===== config.mk =====
export PLATFORM = sky130hd
export DESIGN_NAME = iopm_core
export DESIGN_NICKNAME = d
export VERILOG_FILES = /design/src/core/iopm_core.v
export VERILOG_INCLUDE_DIRS = /design/src /design/src/core
export SDC_FILE = /design/constraint.sdc
export NUM_CORES = 1
export LEC_CHECK = 0
export ABC_AREA = 1
export BUFFER_PORTS_ARGS = -buffer_cell sky130_fd_sc_hd__buf_2
export CORE_MARGIN = 2
export CORE_UTILIZATION = 25
export DETAILED_ROUTE_END_ITERATION = 10
export MAX_ROUTING_LAYER = met4
export SLEW_MARGIN = 20
export SYNTH_ARGS = -nofsm -noshare
export SYNTH_HDL_FRONTEND = slang
export SYNTH_SLANG_ARGS = --single-unit

===== constraint.sdc =====
create_clock -name sys_clk_i -period 5.3 [get_ports sys_clk_i]
set_input_delay 0.53 -clock sys_clk_i [delete_from_list [all_inputs] [get_ports sys_clk_i]]
set_output_delay 0.53 -clock sys_clk_i [all_outputs]
set_load 0.05 [all_outputs]

===== src/core/iopm_regs.vh =====
`ifndef IOPM_REGS_VH
`define IOPM_REGS_VH
// setting selectors on the command port
`define IOPM_SEL_DIO0 5'h00
`define IOPM_SEL_DIO1 5'h01
`define IOPM_SEL_DIO2 5'h02
`define IOPM_SEL_DIO3 5'h03
`define IOPM_SEL_DIO4 5'h04
`define IOPM_SEL_DIO5 5'h05
`define IOPM_SEL_SLEEP 5'h06
`define IOPM_SEL_PWM0_FN 5'h07
`define IOPM_SEL_PWM1_FN 5'h08
`define IOPM_SEL_MISO_TH 5'h09
`define IOPM_SEL_DUTY0 5'h0a
`define IOPM_SEL_DUTY1 5'h0b
`define IOPM_SEL_MISO_SM 5'h0c
`define IOPM_SEL_MOSI_SM 5'h0d
`define IOPM_SEL_SSEL_SM 5'h0e
`define IOPM_SEL_SCLK_SM 5'h0f
`define IOPM_SEL_ATTN_SM 5'h10
`define IOPM_SEL_PULL_EN 5'h11
`define IOPM_SEL_PULL_DIR 5'h12
`define IOPM_SEL_RSSI_TMR 5'h13
`define IOPM_SEL_PWM_TMO 5'h14
`define IOPM_SEL_ADDR0 5'h15
`define IOPM_SEL_ADDR3 5'h18
`define IOPM_NUM_SEL 25
// reset values
`define IOPM_RST_DIO5 16'h0001
`define IOPM_RST_PWM0_FN 16'h0001
`define IOPM_RST_SM_PIN 16'h0001
`define IOPM_RST_PULL 16'h00ff
`define IOPM_RST_RSSI_TMR 16'h0028
`define IOPM_RST_PWM_TMO 16'h00ff
`define IOPM_RST_ADDR 16'hffff
`define IOPM_RST_ZERO 16'h0000
// line function codes
`define IOPM_FN_OFF 3'h0
`define IOPM_FN_ALT 3'h1
`define IOPM_FN_ADC 3'h2
`define IOPM_FN_DIN 3'h3
`define IOPM_FN_LOW 3'h4
`define IOPM_FN_HIGH 3'h5
// pwm pin codes
`define IOPM_PWM_OFF 2'h0
`define IOPM_PWM_RSSI 2'h1
`define IOPM_PWM_PLAIN 2'h2
// timing
`define IOPM_CLK_NS 100
`define IOPM_PWM_PERIOD_NS 64000
`define IOPM_PWM_STEPS 20'd1023
`define IOPM_TICK_NS 100000000
`define IOPM_BLINK_NS 250000000
`define IOPM_TMR_ALWAYS 8'hff
`define IOPM_ANY_ADDR 64'h000000000000ffff
`endif


===== src/core/iopm_core.v =====
// Contract
// - line 0 takes codes 0,2,3,4,5 only; code 1 unused
// - line 1 takes 0-5; code 1 drives serial attention on through-hole
// - line 2 takes 0-5; code 1 is serial clock on through-hole
// - line 3 takes 0-5; code 1 is serial select on through-hole
// - line 4 takes 0,1,3,4,5; code 1 is serial data in on through-hole
// - line 5 takes 0,1,3,4,5; code 1, default, blinks while associated
// - sleep line takes 0 or 3; always controls pin sleep
// - pwm0 pin takes 0-2; default is signal-strength output
// - matching source and pwm0 plain mode: channel zero samples update duty0
// - matching source and pwm1 mode: channel zero samples update duty1
// - pwm1 pin takes 0 or 2; default disabled
// - pwm period 64 us in 1023 steps; duty 0 off, 0x3ff full
// - through-hole miso enable takes 0 or 1, default 0
// - surface-mount serial pin enables take 0 or 1, default 1
// - pull enable mask bit 1 enables pull on its line, default 0xff
// - mask bits: 0 line4, 1-4 lines 3..0, 5 line6, 6 sleep, 7 data in
// - pull direction mask uses same mapping, default 0xff
// - masks read with bit 0 as least significant
// - rssi pwm updates per packet, stops on timer; 0xff always on
// - pwm reverts to configured duty after timeout; 0 never reverts
// - all-ones address disables passing; 0xffff accepts any source
`timescale 1ns/1ps
`include "iopm_regs.vh"
module iopm_core #(
  parameter TICK_CYC = `IOPM_TICK_NS / `IOPM_CLK_NS,
  parameter BLINK_CYC = `IOPM_BLINK_NS / `IOPM_CLK_NS
) (
  // clock and reset
  input wire sys_clk_i,
  input wire nrst_i,
  // command port
  input wire cmd_valid_i,
  input wire cmd_write_i,
  input wire [4:0] cmd_sel_i,
  input wire [15:0] cmd_wdata_i,
  input wire cmd_apply_i,
  output reg cmd_ack_o,
  output reg cmd_err_o,
  output reg [15:0] cmd_rdata_o,
  // straps and pins
  input wire variant_sm_i,
  input wire sleep_req_i,
  // device status
  input wire assoc_i,
  input wire attn_i,
  input wire rx_pkt_i,
  input wire [7:0] rx_rssi_i,
  input wire sample_valid_i,
  input wire [63:0] sample_src_i,
  input wire [9:0] sample_ad0_i,
  // general lines
  output reg [5:0] line_oe_o,
  output reg [5:0] line_out_o,
  output reg [5:0] line_din_en_o,
  output reg [3:0] line_adc_en_o,
  output reg sleep_din_en_o,
  output reg pin_sleep_o,
  // serial peripheral pin enables
  output reg spi_miso_en_o,
  output reg spi_mosi_en_o,
  output reg spi_ssel_en_o,
  output reg spi_sclk_en_o,
  output reg serial_attention_out_en_o,
  // pull resistors
  output reg [7:0] pull_en_o,
  output reg [7:0] pull_up_o,
  // pwm
  output reg pwm0_o,
  output reg pwm1_o
);

  localparam integer PWM_CYC = `IOPM_PWM_PERIOD_NS / `IOPM_CLK_NS;

  reg [15:0] pend_ff [0:`IOPM_NUM_SEL-1];
  reg [15:0] act_ff [0:`IOPM_NUM_SEL-1];
  reg [1:0] sm_sync_ff;
  reg [1:0] slp_sync_ff;
  reg [31:0] tick_cnt_ff;
  reg tick_ff;
  reg [31:0] blink_cnt_ff;
  reg blink_ff;
  reg [9:0] pwm_cnt_ff;
  reg [9:0] duty0_ff;
  reg [9:0] duty1_ff;
  reg [7:0] rssi_cnt_ff;
  reg rssi_on_ff;
  reg [7:0] rev0_cnt_ff;
  reg [7:0] rev1_cnt_ff;
  integer i;

  // reset value of each setting
  function [15:0] rst_val;
    input [4:0] sel;
    begin
      case (sel)
        `IOPM_SEL_DIO5: rst_val = `IOPM_RST_DIO5;
        `IOPM_SEL_PWM0_FN: rst_val = `IOPM_RST_PWM0_FN;
        `IOPM_SEL_MISO_SM, `IOPM_SEL_MOSI_SM, `IOPM_SEL_SSEL_SM,
        `IOPM_SEL_SCLK_SM, `IOPM_SEL_ATTN_SM: rst_val = `IOPM_RST_SM_PIN;
        `IOPM_SEL_PULL_EN, `IOPM_SEL_PULL_DIR: rst_val = `IOPM_RST_PULL;
        `IOPM_SEL_RSSI_TMR: rst_val = `IOPM_RST_RSSI_TMR;
        `IOPM_SEL_PWM_TMO: rst_val = `IOPM_RST_PWM_TMO;
        `IOPM_SEL_ADDR0, 5'h16, 5'h17, `IOPM_SEL_ADDR3: rst_val = `IOPM_RST_ADDR;
        default: rst_val = `IOPM_RST_ZERO;
      endcase
    end
  endfunction

  // legal value check per setting
  function legal;
    input [4:0] sel;
    input [15:0] d;
    begin
      case (sel)
        `IOPM_SEL_DIO0: legal = (d <= 16'h0005) && (d != 16'h0001);
        `IOPM_SEL_DIO1, `IOPM_SEL_DIO2, `IOPM_SEL_DIO3: legal = (d <= 16'h0005);
        `IOPM_SEL_DIO4, `IOPM_SEL_DIO5: legal = (d <= 16'h0005) && (d != 16'h0002);
        `IOPM_SEL_SLEEP: legal = (d == 16'h0000) || (d == 16'h0003);
        `IOPM_SEL_PWM0_FN: legal = (d <= 16'h0002);
        `IOPM_SEL_PWM1_FN: legal = (d == 16'h0000) || (d == 16'h0002);
        `IOPM_SEL_MISO_TH, `IOPM_SEL_MISO_SM, `IOPM_SEL_MOSI_SM,
        `IOPM_SEL_SSEL_SM, `IOPM_SEL_SCLK_SM, `IOPM_SEL_ATTN_SM: legal = (d <= 16'h0001);
        `IOPM_SEL_DUTY0, `IOPM_SEL_DUTY1: legal = (d <= 16'h03ff);
        `IOPM_SEL_PULL_EN, `IOPM_SEL_PULL_DIR,
        `IOPM_SEL_RSSI_TMR, `IOPM_SEL_PWM_TMO: legal = (d <= 16'h00ff);
        `IOPM_SEL_ADDR0, 5'h16, 5'h17, `IOPM_SEL_ADDR3: legal = 1'b1;
        default: legal = 1'b0;
      endcase
    end
  endfunction

  // active settings as named fields
  wire [2:0] fn0 = act_ff[`IOPM_SEL_DIO0][2:0];
  wire [2:0] fn1 = act_ff[`IOPM_SEL_DIO1][2:0];
  wire [2:0] fn2 = act_ff[`IOPM_SEL_DIO2][2:0];
  wire [2:0] fn3 = act_ff[`IOPM_SEL_DIO3][2:0];
  wire [2:0] fn4 = act_ff[`IOPM_SEL_DIO4][2:0];
  wire [2:0] fn5 = act_ff[`IOPM_SEL_DIO5][2:0];
  wire [2:0] fn_slp = act_ff[`IOPM_SEL_SLEEP][2:0];
  wire [1:0] pfn0 = act_ff[`IOPM_SEL_PWM0_FN][1:0];
  wire [1:0] pfn1 = act_ff[`IOPM_SEL_PWM1_FN][1:0];
  wire [9:0] cfg_duty0 = act_ff[`IOPM_SEL_DUTY0][9:0];
  wire [9:0] cfg_duty1 = act_ff[`IOPM_SEL_DUTY1][9:0];
  wire [7:0] rssi_tmr = act_ff[`IOPM_SEL_RSSI_TMR][7:0];
  wire [7:0] pwm_tmo = act_ff[`IOPM_SEL_PWM_TMO][7:0];
  wire [63:0] src_addr = {act_ff[`IOPM_SEL_ADDR3], act_ff[5'h17], act_ff[5'h16], act_ff[`IOPM_SEL_ADDR0]};
  wire is_sm = sm_sync_ff[1];
  wire is_th = ~sm_sync_ff[1];

  // command port and settings store
  wire cmd_ok = legal(cmd_sel_i, cmd_wdata_i);
  always @(posedge sys_clk_i) begin
    if (!nrst_i) begin
      for (i = 0; i < `IOPM_NUM_SEL; i = i + 1) begin
        pend_ff[i] <= rst_val(i[4:0]);
        act_ff[i] <= rst_val(i[4:0]);
      end
      cmd_ack_o <= 1'b0;
      cmd_err_o <= 1'b0;
      cmd_rdata_o <= 16'h0000;
    end else begin
      cmd_ack_o <= 1'b0;
      cmd_err_o <= 1'b0;
      if (cmd_valid_i) begin
        cmd_ack_o <= 1'b1;
        if (cmd_sel_i >= `IOPM_NUM_SEL) begin
          cmd_err_o <= 1'b1;
          cmd_rdata_o <= 16'h0000;
        end else if (cmd_write_i) begin
          if (cmd_ok)
            pend_ff[cmd_sel_i] <= cmd_wdata_i;
          else
            cmd_err_o <= 1'b1;
          cmd_rdata_o <= cmd_ok ? cmd_wdata_i : pend_ff[cmd_sel_i];
        end else begin
          cmd_rdata_o <= pend_ff[cmd_sel_i];
        end
      end
      if (cmd_apply_i) begin
        for (i = 0; i < `IOPM_NUM_SEL; i = i + 1)
          act_ff[i] <= pend_ff[i];
      end
    end
  end

  // pin synchronisers
  always @(posedge sys_clk_i) begin
    if (!nrst_i) begin
      sm_sync_ff <= 2'b00;
      slp_sync_ff <= 2'b00;
    end else begin
      sm_sync_ff <= {sm_sync_ff[0], variant_sm_i};
      slp_sync_ff <= {slp_sync_ff[0], sleep_req_i};
    end
  end

  // 100 ms tick and associate blink
  always @(posedge sys_clk_i) begin
    if (!nrst_i) begin
      tick_cnt_ff <= 32'h00000000;
      tick_ff <= 1'b0;
      blink_cnt_ff <= 32'h00000000;
      blink_ff <= 1'b0;
    end else begin
      tick_ff <= (tick_cnt_ff == TICK_CYC - 1);
      tick_cnt_ff <= (tick_cnt_ff == TICK_CYC - 1) ? 32'h00000000 : tick_cnt_ff + 32'h00000001;
      if (blink_cnt_ff == BLINK_CYC - 1) begin
        blink_cnt_ff <= 32'h00000000;
        blink_ff <= ~blink_ff;
      end else begin
        blink_cnt_ff <= blink_cnt_ff + 32'h00000001;
      end
    end
  end

  // line drive decode
  reg [5:0] nxt_oe;
  reg [5:0] nxt_out;
  reg [5:0] nxt_din;
  reg [3:0] nxt_adc;
  reg [2:0] fn;
  integer k;
  always @* begin
    nxt_oe = 6'h00;
    nxt_out = 6'h00;
    nxt_din = 6'h00;
    nxt_adc = 4'h0;
    fn = 3'h0;
    for (k = 0; k < 6; k = k + 1) begin
      case (k)
        0: fn = fn0;
        1: fn = fn1;
        2: fn = fn2;
        3: fn = fn3;
        4: fn = fn4;
        default: fn = fn5;
      endcase
      case (fn)
        `IOPM_FN_ADC: begin
          if (k < 4)
            nxt_adc[k] = 1'b1;
        end
        `IOPM_FN_DIN: nxt_din[k] = 1'b1;
        `IOPM_FN_LOW: begin
          nxt_oe[k] = 1'b1;
          nxt_out[k] = 1'b0;
        end
        `IOPM_FN_HIGH: begin
          nxt_oe[k] = 1'b1;
          nxt_out[k] = 1'b1;
        end
        `IOPM_FN_ALT: begin
          if (k == 1 && is_th) begin
            nxt_oe[k] = 1'b1;
            nxt_out[k] = attn_i;
          end else if (k == 5) begin
            nxt_oe[k] = 1'b1;
            nxt_out[k] = assoc_i & blink_ff;
          end else if (k >= 2 && k <= 4 && is_th) begin
            nxt_din[k] = 1'b1;
          end
        end
        default: begin
          nxt_oe[k] = 1'b0;
        end
      endcase
    end
  end

  always @(posedge sys_clk_i) begin
    if (!nrst_i) begin
      line_oe_o <= 6'h00;
      line_out_o <= 6'h00;
      line_din_en_o <= 6'h00;
      line_adc_en_o <= 4'h0;
      sleep_din_en_o <= 1'b0;
      pin_sleep_o <= 1'b0;
      spi_miso_en_o <= 1'b0;
      spi_mosi_en_o <= 1'b0;
      spi_ssel_en_o <= 1'b0;
      spi_sclk_en_o <= 1'b0;
      serial_attention_out_en_o <= 1'b0;
      pull_en_o <= 8'hff;
      pull_up_o <= 8'hff;
    end else begin
      line_oe_o <= nxt_oe;
      line_out_o <= nxt_out;
      line_din_en_o <= nxt_din;
      line_adc_en_o <= nxt_adc;
      sleep_din_en_o <= (fn_slp == `IOPM_FN_DIN);
      pin_sleep_o <= slp_sync_ff[1];
      spi_miso_en_o <= is_th ? act_ff[`IOPM_SEL_MISO_TH][0] : act_ff[`IOPM_SEL_MISO_SM][0];
      spi_mosi_en_o <= is_th ? (fn4 == `IOPM_FN_ALT) : act_ff[`IOPM_SEL_MOSI_SM][0];
      spi_ssel_en_o <= is_th ? (fn3 == `IOPM_FN_ALT) : act_ff[`IOPM_SEL_SSEL_SM][0];
      spi_sclk_en_o <= is_th ? (fn2 == `IOPM_FN_ALT) : act_ff[`IOPM_SEL_SCLK_SM][0];
      serial_attention_out_en_o <= is_th ? (fn1 == `IOPM_FN_ALT) : act_ff[`IOPM_SEL_ATTN_SM][0];
      pull_en_o <= act_ff[`IOPM_SEL_PULL_EN][7:0];
      pull_up_o <= act_ff[`IOPM_SEL_PULL_DIR][7:0];
    end
  end

  wire pass_off = (src_addr == 64'hffffffffffffffff);
  wire src_ok = ~pass_off && ((src_addr == `IOPM_ANY_ADDR) || (src_addr == sample_src_i));
  wire upd0 = sample_valid_i && src_ok && (pfn0 == `IOPM_PWM_PLAIN);
  wire upd1 = sample_valid_i && src_ok && (pfn1 == `IOPM_PWM_PLAIN);
  wire rssi_mode = (pfn0 == `IOPM_PWM_RSSI);

  // live duty, signal-strength and revert timers
  always @(posedge sys_clk_i) begin
    if (!nrst_i) begin
      duty0_ff <= 10'h000;
      duty1_ff <= 10'h000;
      rssi_cnt_ff <= 8'h00;
      rssi_on_ff <= 1'b0;
      rev0_cnt_ff <= 8'h00;
      rev1_cnt_ff <= 8'h00;
    end else if (cmd_apply_i) begin
      duty0_ff <= pend_ff[`IOPM_SEL_DUTY0][9:0];
      duty1_ff <= pend_ff[`IOPM_SEL_DUTY1][9:0];
      rssi_on_ff <= 1'b0;
      rev0_cnt_ff <= 8'h00;
      rev1_cnt_ff <= 8'h00;
    end else begin
      if (rssi_mode && rx_pkt_i) begin
        duty0_ff <= {rx_rssi_i, 2'b11};
        rssi_cnt_ff <= rssi_tmr;
        rssi_on_ff <= (rssi_tmr != 8'h00);
      end else if (rssi_mode && tick_ff && rssi_on_ff && rssi_tmr != `IOPM_TMR_ALWAYS) begin
        rssi_cnt_ff <= rssi_cnt_ff - 8'h01;
        if (rssi_cnt_ff <= 8'h01)
          rssi_on_ff <= 1'b0;
      end else if (upd0) begin
        duty0_ff <= sample_ad0_i;
        rev0_cnt_ff <= pwm_tmo;
      end else if (pfn0 == `IOPM_PWM_PLAIN && tick_ff && rev0_cnt_ff != 8'h00) begin
        rev0_cnt_ff <= rev0_cnt_ff - 8'h01;
        if (rev0_cnt_ff == 8'h01)
          duty0_ff <= cfg_duty0;
      end
      if (upd1) begin
        duty1_ff <= sample_ad0_i;
        rev1_cnt_ff <= pwm_tmo;
      end else if (pfn1 == `IOPM_PWM_PLAIN && tick_ff && rev1_cnt_ff != 8'h00) begin
        rev1_cnt_ff <= rev1_cnt_ff - 8'h01;
        if (rev1_cnt_ff == 8'h01)
          duty1_ff <= cfg_duty1;
      end
    end
  end

  wire [19:0] step_pos = {10'h000, pwm_cnt_ff} * `IOPM_PWM_STEPS;
  wire [19:0] thr0 = {10'h000, duty0_ff} * PWM_CYC[19:0];
  wire [19:0] thr1 = {10'h000, duty1_ff} * PWM_CYC[19:0];
  always @(posedge sys_clk_i) begin
    if (!nrst_i) begin
      pwm_cnt_ff <= 10'h000;
      pwm0_o <= 1'b0;
      pwm1_o <= 1'b0;
    end else begin
      pwm_cnt_ff <= (pwm_cnt_ff == PWM_CYC[9:0] - 10'h001) ? 10'h000 : pwm_cnt_ff + 10'h001;
      pwm0_o <= (step_pos < thr0) &&
        ((pfn0 == `IOPM_PWM_PLAIN) || (rssi_mode && rssi_on_ff));
      pwm1_o <= (step_pos < thr1) && (pfn1 == `IOPM_PWM_PLAIN);
    end
  end

endmodule // iopm_core


Word-level counts from Yosys, hierarchy flattened
Memories as Yosys holds them, arrays and structs flattened. A register that Yosys moved wholly into a read port is not among the register bits. Index checks and enable logic that the tools add are counted.

Magnitude comparators: 9. Multiplexer cells: 99. $add $sub $neg: 6. Multipliers: 3. Eq/ne operators: 69. Reduce and logical (&&, ||, !) cells: 59. Bitwise gates (word level): 32.

Operators by type and width (number): 16-bit 2-to-1 mux (34); 10-bit 2-to-1 mux (10); 32-bit by 1-bit adder with 32-bit output, second input constant (2); 64-bit by 16-bit == test with 1-bit output, second input constant (1); 64-bit == test (1); 64-bit == test, second input constant (1); 8-bit 2-to-1 mux (6); 5-bit == test, second input constant (9); 1-bit 2-to-1 mux (41); 5-bit by 4-bit == test with 1-bit output, second input constant (8); 20-bit < comparator (2); 3-bit == test, second input constant (12); 3-bit by 2-bit == test with 1-bit output, second input constant (11); 16-bit by 2-bit == test with 1-bit output, second input constant (2); 32-bit by 20-bit == test with 1-bit output, second input constant (1); 32-bit by 22-bit == test with 1-bit output, second input constant (1); 10-bit by 3-bit multiplier with 13-bit output, second input constant (2); 1-bit OR (25); 8-bit nonzero test (3); 8-bit by 1-bit subtractor with 8-bit output, second input constant (3); 2-bit OR reduction (11); 5-bit by 3-bit == test with 1-bit output, second input constant (4); 10-bit by 10-bit multiplier with 20-bit output, second input constant (1); 1-bit logical AND (17); other kinds (37) (69).

Memories kept: 2. Register bits after elaboration: 174. Memory bits (writable): 800. Bits of input ports: 114.

Memories: act_ff (words 25, bits a word 16, rd ports 25, clocked after Yosys merged registers in 2, wr ports 25, line iopm_core.v:76) `` reg [15:0] act_ff [0:`IOPM_NUM_SEL-1]; ``; pend_ff (words 25, bits a word 16, rd ports 26, clocked after Yosys merged registers in 0, wr ports 25, line iopm_core.v:75) `` reg [15:0] pend_ff [0:`IOPM_NUM_SEL-1]; ``.

Logic depth before layout (Yosys ltp)
Gate-level depths: netlist (run 1).

Word-level depth: 11. Depth in mapped cells: 31. Depth with buffers taken out: 31.

Worst setup path after synthesis (run 1)
No wires, ideal clock.

Path kind: reg2reg. Start point: register pwm_cnt_ff[7]. End point: register pwm1_o. Buffers on the path: 0. Setup slack: -0.296 ns. Required time: 5.172 ns. Arrival time: 5.468 ns. Cell stages (with the launch flop): 31. Cell sequence: dfxtp_1 inv_1 fa_1 inv_1 fa_1 inv_1 fa_1 inv_1 fa_1 inv_1 fa_1 inv_1 ha_1 nand2_1 inv_1 nand2_1 nand2_1 inv_1 nand2_1 nand2_1 nand2_1 a31oi_1 o21ai_0 a21oi_1 xor2_1 ha_1 nand3_1 nor2_1 nand3_1 nand4_1 nor2_1.

Cells in the longest elaborated chain, start to end: 3.

RTL lines: start, declared (line iopm_core.v:83) `reg [9:0] pwm_cnt_ff;`; start signal, assigned (line iopm_core.v:361) `pwm_cnt_ff <= (pwm_cnt_ff == PWM_CYC[9:0] - 10'h001) ? 10'h000 : pwm_cnt_ff + 10'h001;`; 10-bit by 10-bit multiplier with 20-bit output (no line); 20-bit < comparator (line iopm_core.v:364) `` pwm1_o <= (step_pos < thr1) && (pfn1 == `IOPM_PWM_PLAIN); ``; 1-bit logical AND (line iopm_core.v:364); end signal, assigned (line iopm_core.v:364); end, declared (line iopm_core.v:70) `output reg pwm1_o`.

No other way between the ends. A chain may end at the register's enable or synchronous reset.

Final worst setup path (run 1)
Start point: register pwm_cnt_ff[6]. End point: register pwm1_o.

The elaborated chain is that of the path after synthesis.

==> impl_metrics.json, run 1 <==
{
  "fmax_mhz": 184,
  "synth_seq_cells": 849,
  "hold_violations": 0,
  "grt_max_degree": 101,
  "dp.cells": 6389,
  "postLayoutCellArea_um2": 47600,
  "drt_pass1_iterations": 6,
  "cp_slowest_stage_delay_ns": 0.57,
  "drt-total-wl_mm": 114,
  "p_per_area_nw_per_um2": 329,
  "outcome": "complete, but fails checks",
  "placed_cell_area_um2": 44200,
  "hpwl_mm": 83.0,
  "die_h_um": 399,
  "critPathLaunchType": "flop",
  "use_met3": 0.0306,
  "rows": 145,
  "leakage_nw": 19.4,
  "viasPerCell": 4.38,
  "yosysTopAreaCellShare": 0.495,
  "cap_violations": 0,
  "critPathMaxFanout": 3,
  "async_flop_share": 0,
  "port_buffers": 178,
  "setup_viol": 2,
  "cts_buffers": 91,
  "clkSlewWorstSetupHoldPaths_ns": 0.06,
  "avgSynthCellArea_um2": 10.2,
  "syn_to_final_growth_pct": 22.0,
  "start_util": 0.251,
  "via_count": 28800,
  "synth_area_leaders": "edfxtp_1 49%, dfxtp_1 11%, nand2_1 6.1%",
  "critPathSlowestCell": "fa_1",
  "slew_violations": 0,
  "synth_compound_area_frac": 0.0966,
  "instances_no_fill": 6586,
  "die_w_um": 399,
  "synth_cell_types": 52,
  "cts_buffer_depth": 3,
  "cp-end-kind": "flop",
  "setup_ws_ns": -0.127,
  "finalNetCount": 4724,
  "finalClockSkew_ns": 0.0551,
  "synth_top_family_by_area": "simple AND/OR/NAND/NOR gates",
  "grt_util_met1": 0.168,
  "synth_xor_area_frac": 0.0148,
  "drc_errors": 0,
  "grt_pass1_vias": 28200,
  "overflow": 0,
  "fin_tns_setup_ns": -0.224,
  "busiest_layer": "met2",
  "dieArea_um2": 159000,
  "drive_gt1_frac": 0.143,
  "drtIter0Drc": 1952,
  "core_um2": 156000,
  "synth-main-ff-cell": "edfxtp_1",
  "worstPathArrival_ns": 6.03,
  "hold_path_class": "in -> reg",
  "rsz0062_at_grt": "true",
  "critPathKind": "reg -> reg",
  "htreeDepth": 3,
  "required_ns": 5.90,
  "pin_count": 179,
  "grt_pass1_wl_mm": 170,
  "synth-seq-area-share": 0.600,
  "synth.area.mux_share": 0,
  "place.gp.congestion": 0.860,
  "max-vdd-ir-drop_mv": 0.257,
  "synth_edf_count": 643,
  "slew_headroom": 0.284,
  "postRouteAntennaNets": 0,
  "period_minus_slack_ns": 5.43,
  "yosys.area.top_type": "edfxtp_1",
  "synth-simple-area-share": 0.166,
  "synth_fa_ha_area_frac": 0.0625,
  "violations": "negative setup slack",
  "netlist_top_cells_count": "643 x edfxtp_1, 637 x nand2_1, 441 x inv_1",
  "synth_most_common_cell": "edfxtp_1",
  "clock-root-buffer": "clkbuf_16",
  "use_met2": 0.242,
  "antenna_found_initial": 23,
  "grt.total_usage": 0.145,
  "tightest_slew_ns": 1.07,
  "clk_latency_ns": 0.72,
  "cts_tree": "done",
  "synth_cells": 3826,
  "fin_crit_sh": 1.02,
  "yosysWarningCount": 0,
  "clock-sinks": 849,
  "syn_area_um2": 39000,
  "wl_per_cell_um": 17.3
}
[registers in the layout, summed over array words and instances, names as in the netlist, 8 cells and up]
signal	count
pend_ff	512
act_ff	147
blink_cnt_ff	32
tick_cnt_ff	32
cmd_rdata_o	16
duty0_ff	10
duty1_ff	10
pwm_cnt_ff	10
pull_en_o	8
pull_up_o	8
rev0_cnt_ff	8
rev1_cnt_ff	8
rssi_cnt_ff	8
[logic make-up (layout without fill, tap and decap cells)]
family                   count (synthesis)  count (layout)
AO/OA/AOI/OAI                          667             667
XOR/XNOR                                66              66
adder cells (fa/ha/maj)                168             168
buffers and inverters                  608             936
flip-flops                             849             849
other                                    1             375
AND/OR/NAND/NOR                       1467            1467
[layout make-up]
type	instances	area, um2
well taps	2058	2570
multi-input cells	2735	15000
diodes	8	20.0
flip-flops and latches	849	23400
fillers	16100	108000
clock buffers	136	2550
inverters	459	1740
clock inverters	35	393
repair buffers	306	1890
[per-layer routing]
layer	vias to the layer above	wire, um
li1	14100	-
met4	0	5140
met5	-	0
met3	214	6940
met1	13800	46300
met2	734	55400
[stage by stage]
stage	hold WS (ns)	setup slack, ns	power (mW)	util
6_report	0.0808	-0.127	15.7	0.306
5_1_grt	0.0580	-0.422	16.2	0.306
4_1_cts	0.0217	-0.154	15.7	0.304
3_5_place_dp	0.399	-0.271	9.40	0.284
3_3_place_gp	0.394	-0.246	9.36	0.284
2_1_floorplan	0.390	0.00508	8.80	-
[report_power, final]
group | switching, mW | internal (mW)
logic | 1.08 | 0.515
registers | 0.181 | 7.58
clock network | 2.76 | 3.53
[critical path, delay by kind of cell, from the launching register on]
family,cells,cell delay (ns)
fa+ha+maj,7,3.13
simple gates,11,0.85
buf+inv,10,0.61
flops,1,0.36
compound gates,1,0.21
xor+xnor,1,0.20
[placed cells by master (no fill, tap or decap), types with 91 or more instances in the layout]
cell type and instances:
a21oi_1 125, nand3_1 144, or2_2 106, o22ai_1 256, nor2_1 368, buf_4 121, inv_1 425, clkbuf_16 91
buf_2 178, conb_1 367, edfxtp_1 643, o21ai_0 216, ha_1 119, nand2_1 620, dfxtp_1 203
[final timing paths]
check	slack, ns	start	endpoint	cells past startpoint
max	-0.13	pwm_cnt_ff[6]	pwm1_o	30
min	0.08	assoc_i	line_out_o[5]	3
max reg2reg	-0.13	pwm_cnt_ff[6]	pwm1_o	30
min reg2reg	0.41	sm_sync_ff[0]	sm_sync_ff[1]	2
[timing repair]
item	4_1_cts	5_1_grt
hold buffers	2	0
gates cloned	0	0
hold endpoints to repair	2	0
resized for setup	27	38
buffers inserted	12	4
setup endpoints to repair	2	2
pin swaps	34	34
Note: power is estimated with default switching activity, not from simulation.
==> run 2: changes to the inputs <==
--- a/config.mk
+++ b/config.mk
@@ -12,6 +12,7 @@
 export CORE_UTILIZATION = 25
 export DETAILED_ROUTE_END_ITERATION = 10
 export MAX_ROUTING_LAYER = met4
+export PLACE_DENSITY = 0.38
 export SLEW_MARGIN = 20
 export SYNTH_ARGS = -nofsm -noshare
 export SYNTH_HDL_FRONTEND = slang
==> run 2 against run 1 <==
Net effect:
- highest routed layer unchanged
- the flow still finishes with violations (negative setup slack)
- clock power up 10%
- non-clock buffer count is 36 higher
- largest power group unchanged
- global-route usage up 2.0 points
==> impl_metrics.json, run 2 (synthesis gave the netlist of run 1 again) <==
{
  "clkSlewWorstSetupHoldPaths_ns": 0.07,
  "via_count": 28700,
  "drt_pass1_iterations": 5,
  "start_util": 0.251,
  "hold_end": "line_out_o[5]",
  "fin_tns_setup_ns": -0.248,
  "drive_gt1_frac": 0.150,
  "critPathSlowestCell": "fa_1",
  "drtIter0Drc": 1761,
  "grt_max_degree": 130,
  "utilization": 0.309,
  "wl_per_cell_um": 19.2,
  "r2r-start": "pwm_cnt_ff[6]",
  "rsz0062_at_grt": "true",
  "pin_count": 179,
  "hold_path_depth": 3,
  "postLayoutCellArea_um2": 48100,
  "slew_violations": 0,
  "register_area_um2": 23400,
  "htreeDepth": 3,
  "die_w_um": 399,
  "port_buffers": 178,
  "core_um2": 156000,
  "antenna_found_initial": 7,
  "rows": 145,
  "max-vdd-ir-drop_mv": 0.226,
  "place.gp.congestion": 0.819,
  "dp.cells": 6430,
  "place_ws_ns": -0.259,
  "clk_latency_ns": 0.71,
  "viasPerCell": 4.32,
  "drc_errors": 0,
  "violations": "negative setup slack",
  "grt.total_usage": 0.165,
  "critPathMaxFanout": 3,
  "placed_cell_area_um2": 44600,
  "tightest_slew_ns": 1.08,
  "setup_ws_ns": -0.125,
  "fin_crit_sh": 1.02,
  "slew_headroom": 0.280,
  "grt_pass1_vias": 28600,
  "syn_to_final_growth_pct": 23.2,
  "hold_path_class": "in -> reg",
  "final_common_cell": "edfxtp_1",
  "largest_reg_flops": 512,
  "reg_top3": "pend_ff x512, act_ff x147",
  "instances_no_fill": 6634,
  "reg2reg_slack_ns": -0.12,
  "hold_violations": 0,
  "drt-total-wl_mm": 128,
  "clock-root-buffer": "clkbuf_16",
  "reg2regPathDepth": 30,
  "finalClockSkew_ns": 0.0272,
  "p_per_area_nw_per_um2": 338,
  "cp_slowest_stage_delay_ns": 0.58,
  "cts_tree": "done",
  "critPathKind": "reg -> reg",
  "cts_buffers": 101,
  "r2r_end": "pwm0_o",
  "fill_cells": 16200,
  "finalPower_mw": 16.3,
  "finalNetCount": 4770,
  "clock-sinks": 849,
  "leakage_nw": 19.7,
  "overflow": 0,
  "top_register": "pend_ff",
  "cp-end-kind": "flop",
  "layout_common_cells": "643 x edfxtp_1, 624 x nand2_1, 432 x inv_1, 367 x nor2_1, 367 x conb_1",
  "worstPathArrival_ns": 5.99,
  "setup_viol": 2,
  "whs_ns": 0.0857,
  "fmax_mhz": 184,
  "multi_input_area_um2": 14900,
  "die_h_um": 399,
  "cts_buffer_depth": 3,
  "hpwl_mm": 89.6,
  "required_ns": 5.87,
  "hp-start": "assoc_i",
  "grt_pass1_wl_mm": 189,
  "outcome": "complete, but fails checks",
  "cap_violations": 0,
  "postRouteAntennaNets": 0,
  "critPathLaunchType": "flop",
  "dieArea_um2": 159000,
  "period_minus_slack_ns": 5.42
}
## run 2: cell count changes in the layout (fill, tap and decap cells not counted), sizes merged
cell / previous run / this run
buf: 304 / 340
clkinv: 25 / 41
diode: 8 / 3
bufinv: 3 / 7
inv: 464 / 460
clkinvlp: 2 / 3
## run 2: layout make-up
type                            instances  share of cell area
Sequential cell                       849               0.487
Multi-Input combinational cell       2735               0.309
Clock buffer                          136              0.0576
Tap cell                             2058              0.0535
Timing Repair Buffer                  342              0.0457
Inverter                              459              0.0361
Clock inverter                         52              0.0105
Antenna cell                            3            0.000156
## run 2: worst max-delay path, delay by kind of cell (launching register included)
family | cells | cell delay (ns)
adder cells (fa/ha/maj) | 7 | 3.25
AND/OR/NAND/NOR | 13 | 1.04
buffers and inverters | 8 | 0.37
flip-flops | 1 | 0.34
XOR/XNOR | 1 | 0.20
AO/OA/AOI/OAI | 1 | 0.07
## run 2: what timing repair did
item                                    4_1_cts  5_1_grt
buffers inserted                             11        0
hold buffers                                  2        0
pin swaps                                    29        3
hold endpoints to repair                      2        0
cloned                                        0        0
gates resized for setup                      24        7
endpoints found under the setup margin        2        2
## run 2: how the worst max path moves through the flow
stage	endpoint	slack, ns	from	depth (start not counted)
after floorplan	pwm1_o	0.005	pwm_cnt_ff[6]	30
after global placement	pwm0_o	-0.20	pwm_cnt_ff[6]	29
after detailed placement	pwm0_o	-0.26	pwm_cnt_ff[6]	26
after CTS	pwm0_o	-0.14	pwm_cnt_ff[7]	28
after global routing	pwm1_o	-0.45	pwm_cnt_ff[6]	27
final	pwm0_o	-0.12	pwm_cnt_ff[6]	30
## run 2: where the power goes
part / internal, mW / switching (mW) / leakage (nW)
clock: 4.01 / 2.91 / 1.60
sequential: 7.58 / 0.186 / 7.96
combinational: 0.502 / 1.08 / 10.2
## run 2: per-layer routing
metal  up-vias  share of wire  track usage
li1      14200              -            -
met1     13800           0.45        0.213
met2       491           0.48        0.270
met3       167          0.035       0.0191
met4         0          0.026       0.0504
met5         -              0            -
==> run 3: changes to the inputs <==
--- a/config.mk
+++ b/config.mk
@@ -8,8 +8,10 @@
 export LEC_CHECK = 0
 export ABC_AREA = 1
 export BUFFER_PORTS_ARGS = -buffer_cell sky130_fd_sc_hd__buf_2
+export CORE_ASPECT_RATIO = 1.75
 export CORE_MARGIN = 2
 export CORE_UTILIZATION = 25
+export CTS_BUF_LIST = sky130_fd_sc_hd__clkbuf_4 sky130_fd_sc_hd__clkbuf_8
 export DETAILED_ROUTE_END_ITERATION = 10
 export MAX_ROUTING_LAYER = met4
 export PLACE_DENSITY = 0.38
==> run 3 against run 2 <==
Net effect:
- the run still ends with negative setup slack left
- die area barely moved
- worst setup slack improved by 0.032 ns
- via count rose by 1.2%
- clock power fell by 11%
- critical endpoint is now pwm1_o
- power fell by 3.9%
==> impl_metrics.json, run 3 (synthesis gave the netlist of run 1 again) <==
{
  "outcome": "complete, but fails checks",
  "violations": "negative setup slack",
  "die_w_um": 303,
  "slew_violations": 0,
  "htreeDepth": 4,
  "drc_errors": 0,
  "tightest_slew_ns": 1.03,
  "placed_cell_area_um2": 44600,
  "critPathSlowestCell": "fa_2",
  "via_count": 29000,
  "fmax_mhz": 185,
  "critPathMaxFanout": 3,
  "clkSlewWorstSetupHoldPaths_ns": 0.06,
  "viasPerCell": 4.32,
  "grt_pass1_vias": 30200,
  "largest_reg_flops": 512,
  "clock-root-buffer": "clkbuf_8",
  "drt-total-wl_mm": 135,
  "p_switching_mw": 4.16,
  "hpwl_mm": 99.2,
  "antenna_found_initial": 8,
  "drt_pass1_iterations": 5,
  "required_ns": 5.99,
  "pin_count": 179,
  "drtIter0Drc": 1628,
  "r2r-start": "pwm_cnt_ff[6]",
  "clk_latency_ns": 0.85,
  "layout_common_cells": "643 x edfxtp_1, 619 x nand2_1, 423 x inv_1, 367 x conb_1, 364 x nor2_1",
  "core_um2": 155000,
  "hold_path_class": "in -> reg",
  "critPathLaunchType": "flop",
  "overflow": 0,
  "crit_buf_inv": 8,
  "grt_pass1_wl_mm": 197,
  "pwr-share-clk": 0.395,
  "syn_to_final_growth_pct": 23.4,
  "period_minus_slack_ns": 5.39,
  "grt_max_degree": 112,
  "setup_ws_ns": -0.0930,
  "die_h_um": 527,
  "reg_top3": "pend_ff x512, act_ff x147",
  "finalClockSkew_ns": 0.0583,
  "dieArea_um2": 159000,
  "critPathKind": "reg -> reg",
  "place.gp.congestion": 0.852,
  "rsz0062_at_grt": "true",
  "hold_violations": 0,
  "p_int_mw": 11.5,
  "worstPathArrival_ns": 6.08,
  "slew_headroom": 0.310,
  "cts_buffers": 142,
  "crit_family": "adder cells",
  "grt.total_usage": 0.175,
  "top_register": "pend_ff",
  "wl_per_cell_um": 20.2,
  "clock-sinks": 849,
  "hp-start": "cmd_wdata_i[2]",
  "r2r_end": "pwm1_o",
  "drive_gt1_frac": 0.175,
  "postLayoutCellArea_um2": 48200,
  "final_common_cell": "edfxtp_1",
  "max-vdd-ir-drop_mv": 0.185,
  "fill_cells": 16200,
  "start_util": 0.252,
  "setup_viol": 2,
  "cp_slowest_stage_delay_ns": 0.58,
  "switching_share": 0.266,
  "postRouteAntennaNets": 0,
  "combPwrFrac": 0.108,
  "seqPwrFrac": 0.497,
  "hold_path_depth": 1,
  "fin_crit_sh": 1.02,
  "cp_common_cell": "inv_2",
  "leakage_nw": 19.8,
  "hold_end": "pend_ff[29][2]",
  "p_per_area_nw_per_um2": 324,
  "reg2reg_slack_ns": -0.09,
  "cp-end-kind": "flop",
  "finalNetCount": 4838,
  "fin_tns_setup_ns": -0.183,
  "reg2regPathDepth": 30,
  "port_buffers": 178,
  "cap_violations": 0,
  "cts_tree": "done",
  "rows": 191,
  "cts_buffer_depth": 3
}
[run 3: metrics by stage]
stage	power (mW)	worst slack [ns]	util	std cells	hold WS [ns]
after floorplan	8.80	0.00508	-	4192	0.390
after global placement	9.53	-0.337	0.288	6404	0.405
after detailed placement	9.54	-0.372	0.288	6404	0.399
after CTS	15.9	-0.168	0.310	6694	0.00516
after global routing	16.4	-0.337	0.311	6706	0.0335
final	15.6	-0.0930	0.311	6707	0.107
[run 3: layout make-up]
type                    instances  area (um2)  area share
repair buffers                369        2450      0.0508
clock inverters                38         269     0.00558
inverters                     459        1740      0.0361
multi-input cells            2735       15000       0.312
clock buffers                 222        2690      0.0559
diodes                          9        22.5    0.000467
well taps                    2026        2530      0.0526
flip-flops and latches        849       23400       0.486
[run 3: worst max path at each step]
| stage | to | slack, ns | cells after the start | start |
|---|---|---|---|---|
| 2_1_floorplan | pwm1_o | 0.005 | 30 | pwm_cnt_ff[6] |
| 3_3_place_gp | pwm1_o | -0.34 | 30 | pwm_cnt_ff[6] |
| 3_5_place_dp | pwm1_o | -0.37 | 29 | pwm_cnt_ff[6] |
| 4_1_cts | pwm1_o | -0.17 | 30 | pwm_cnt_ff[7] |
| 5_1_grt | pwm1_o | -0.34 | 32 | pwm_cnt_ff[6] |
| 6_report | pwm1_o | -0.09 | 30 | pwm_cnt_ff[6] |
[run 3: worst register-to-register path: cells and delay by family (launching register included)]
kind	cells	cell delay (ns)
compound gates	3	0.41
xor+xnor	1	0.16
fa+ha+maj	7	3.12
buf+inv	8	0.36
flops	1	0.36
simple gates	11	0.85
[run 3: repair_timing]
action                     4_1_cts  5_1_grt
setup endpoints to repair        2        2
hold buffers                    23        0
gates resized for setup         33       44
hold endpoints to repair       107        0
buffers inserted                 7        4
pin swaps                       41       35
[run 3: layer usage]
layer | global-route usage | wire, um | up-vias
li1 | - | - | 14300
met1 | 0.182 | 51500 | 13900
met2 | 0.320 | 72800 | 535
met3 | 0.0285 | 4900 | 236
met4 | 0.0764 | 6210 | 0
met5 | - | 0 | -
[run 3: power groups by stage]
| stage | Sequential [mW] | Clock [mW] | Combinational, mW |
|---|---|---|---|
| after floorplan | 7.93 | 0 | 0.866 |
| final | 7.77 | 6.17 | 1.69 |
| after global placement | 7.91 | 0 | 1.62 |
| after detailed placement | 7.92 | 0 | 1.62 |
| after CTS | 7.78 | 6.42 | 1.67 |
| after global routing | 7.81 | 6.66 | 1.88 |
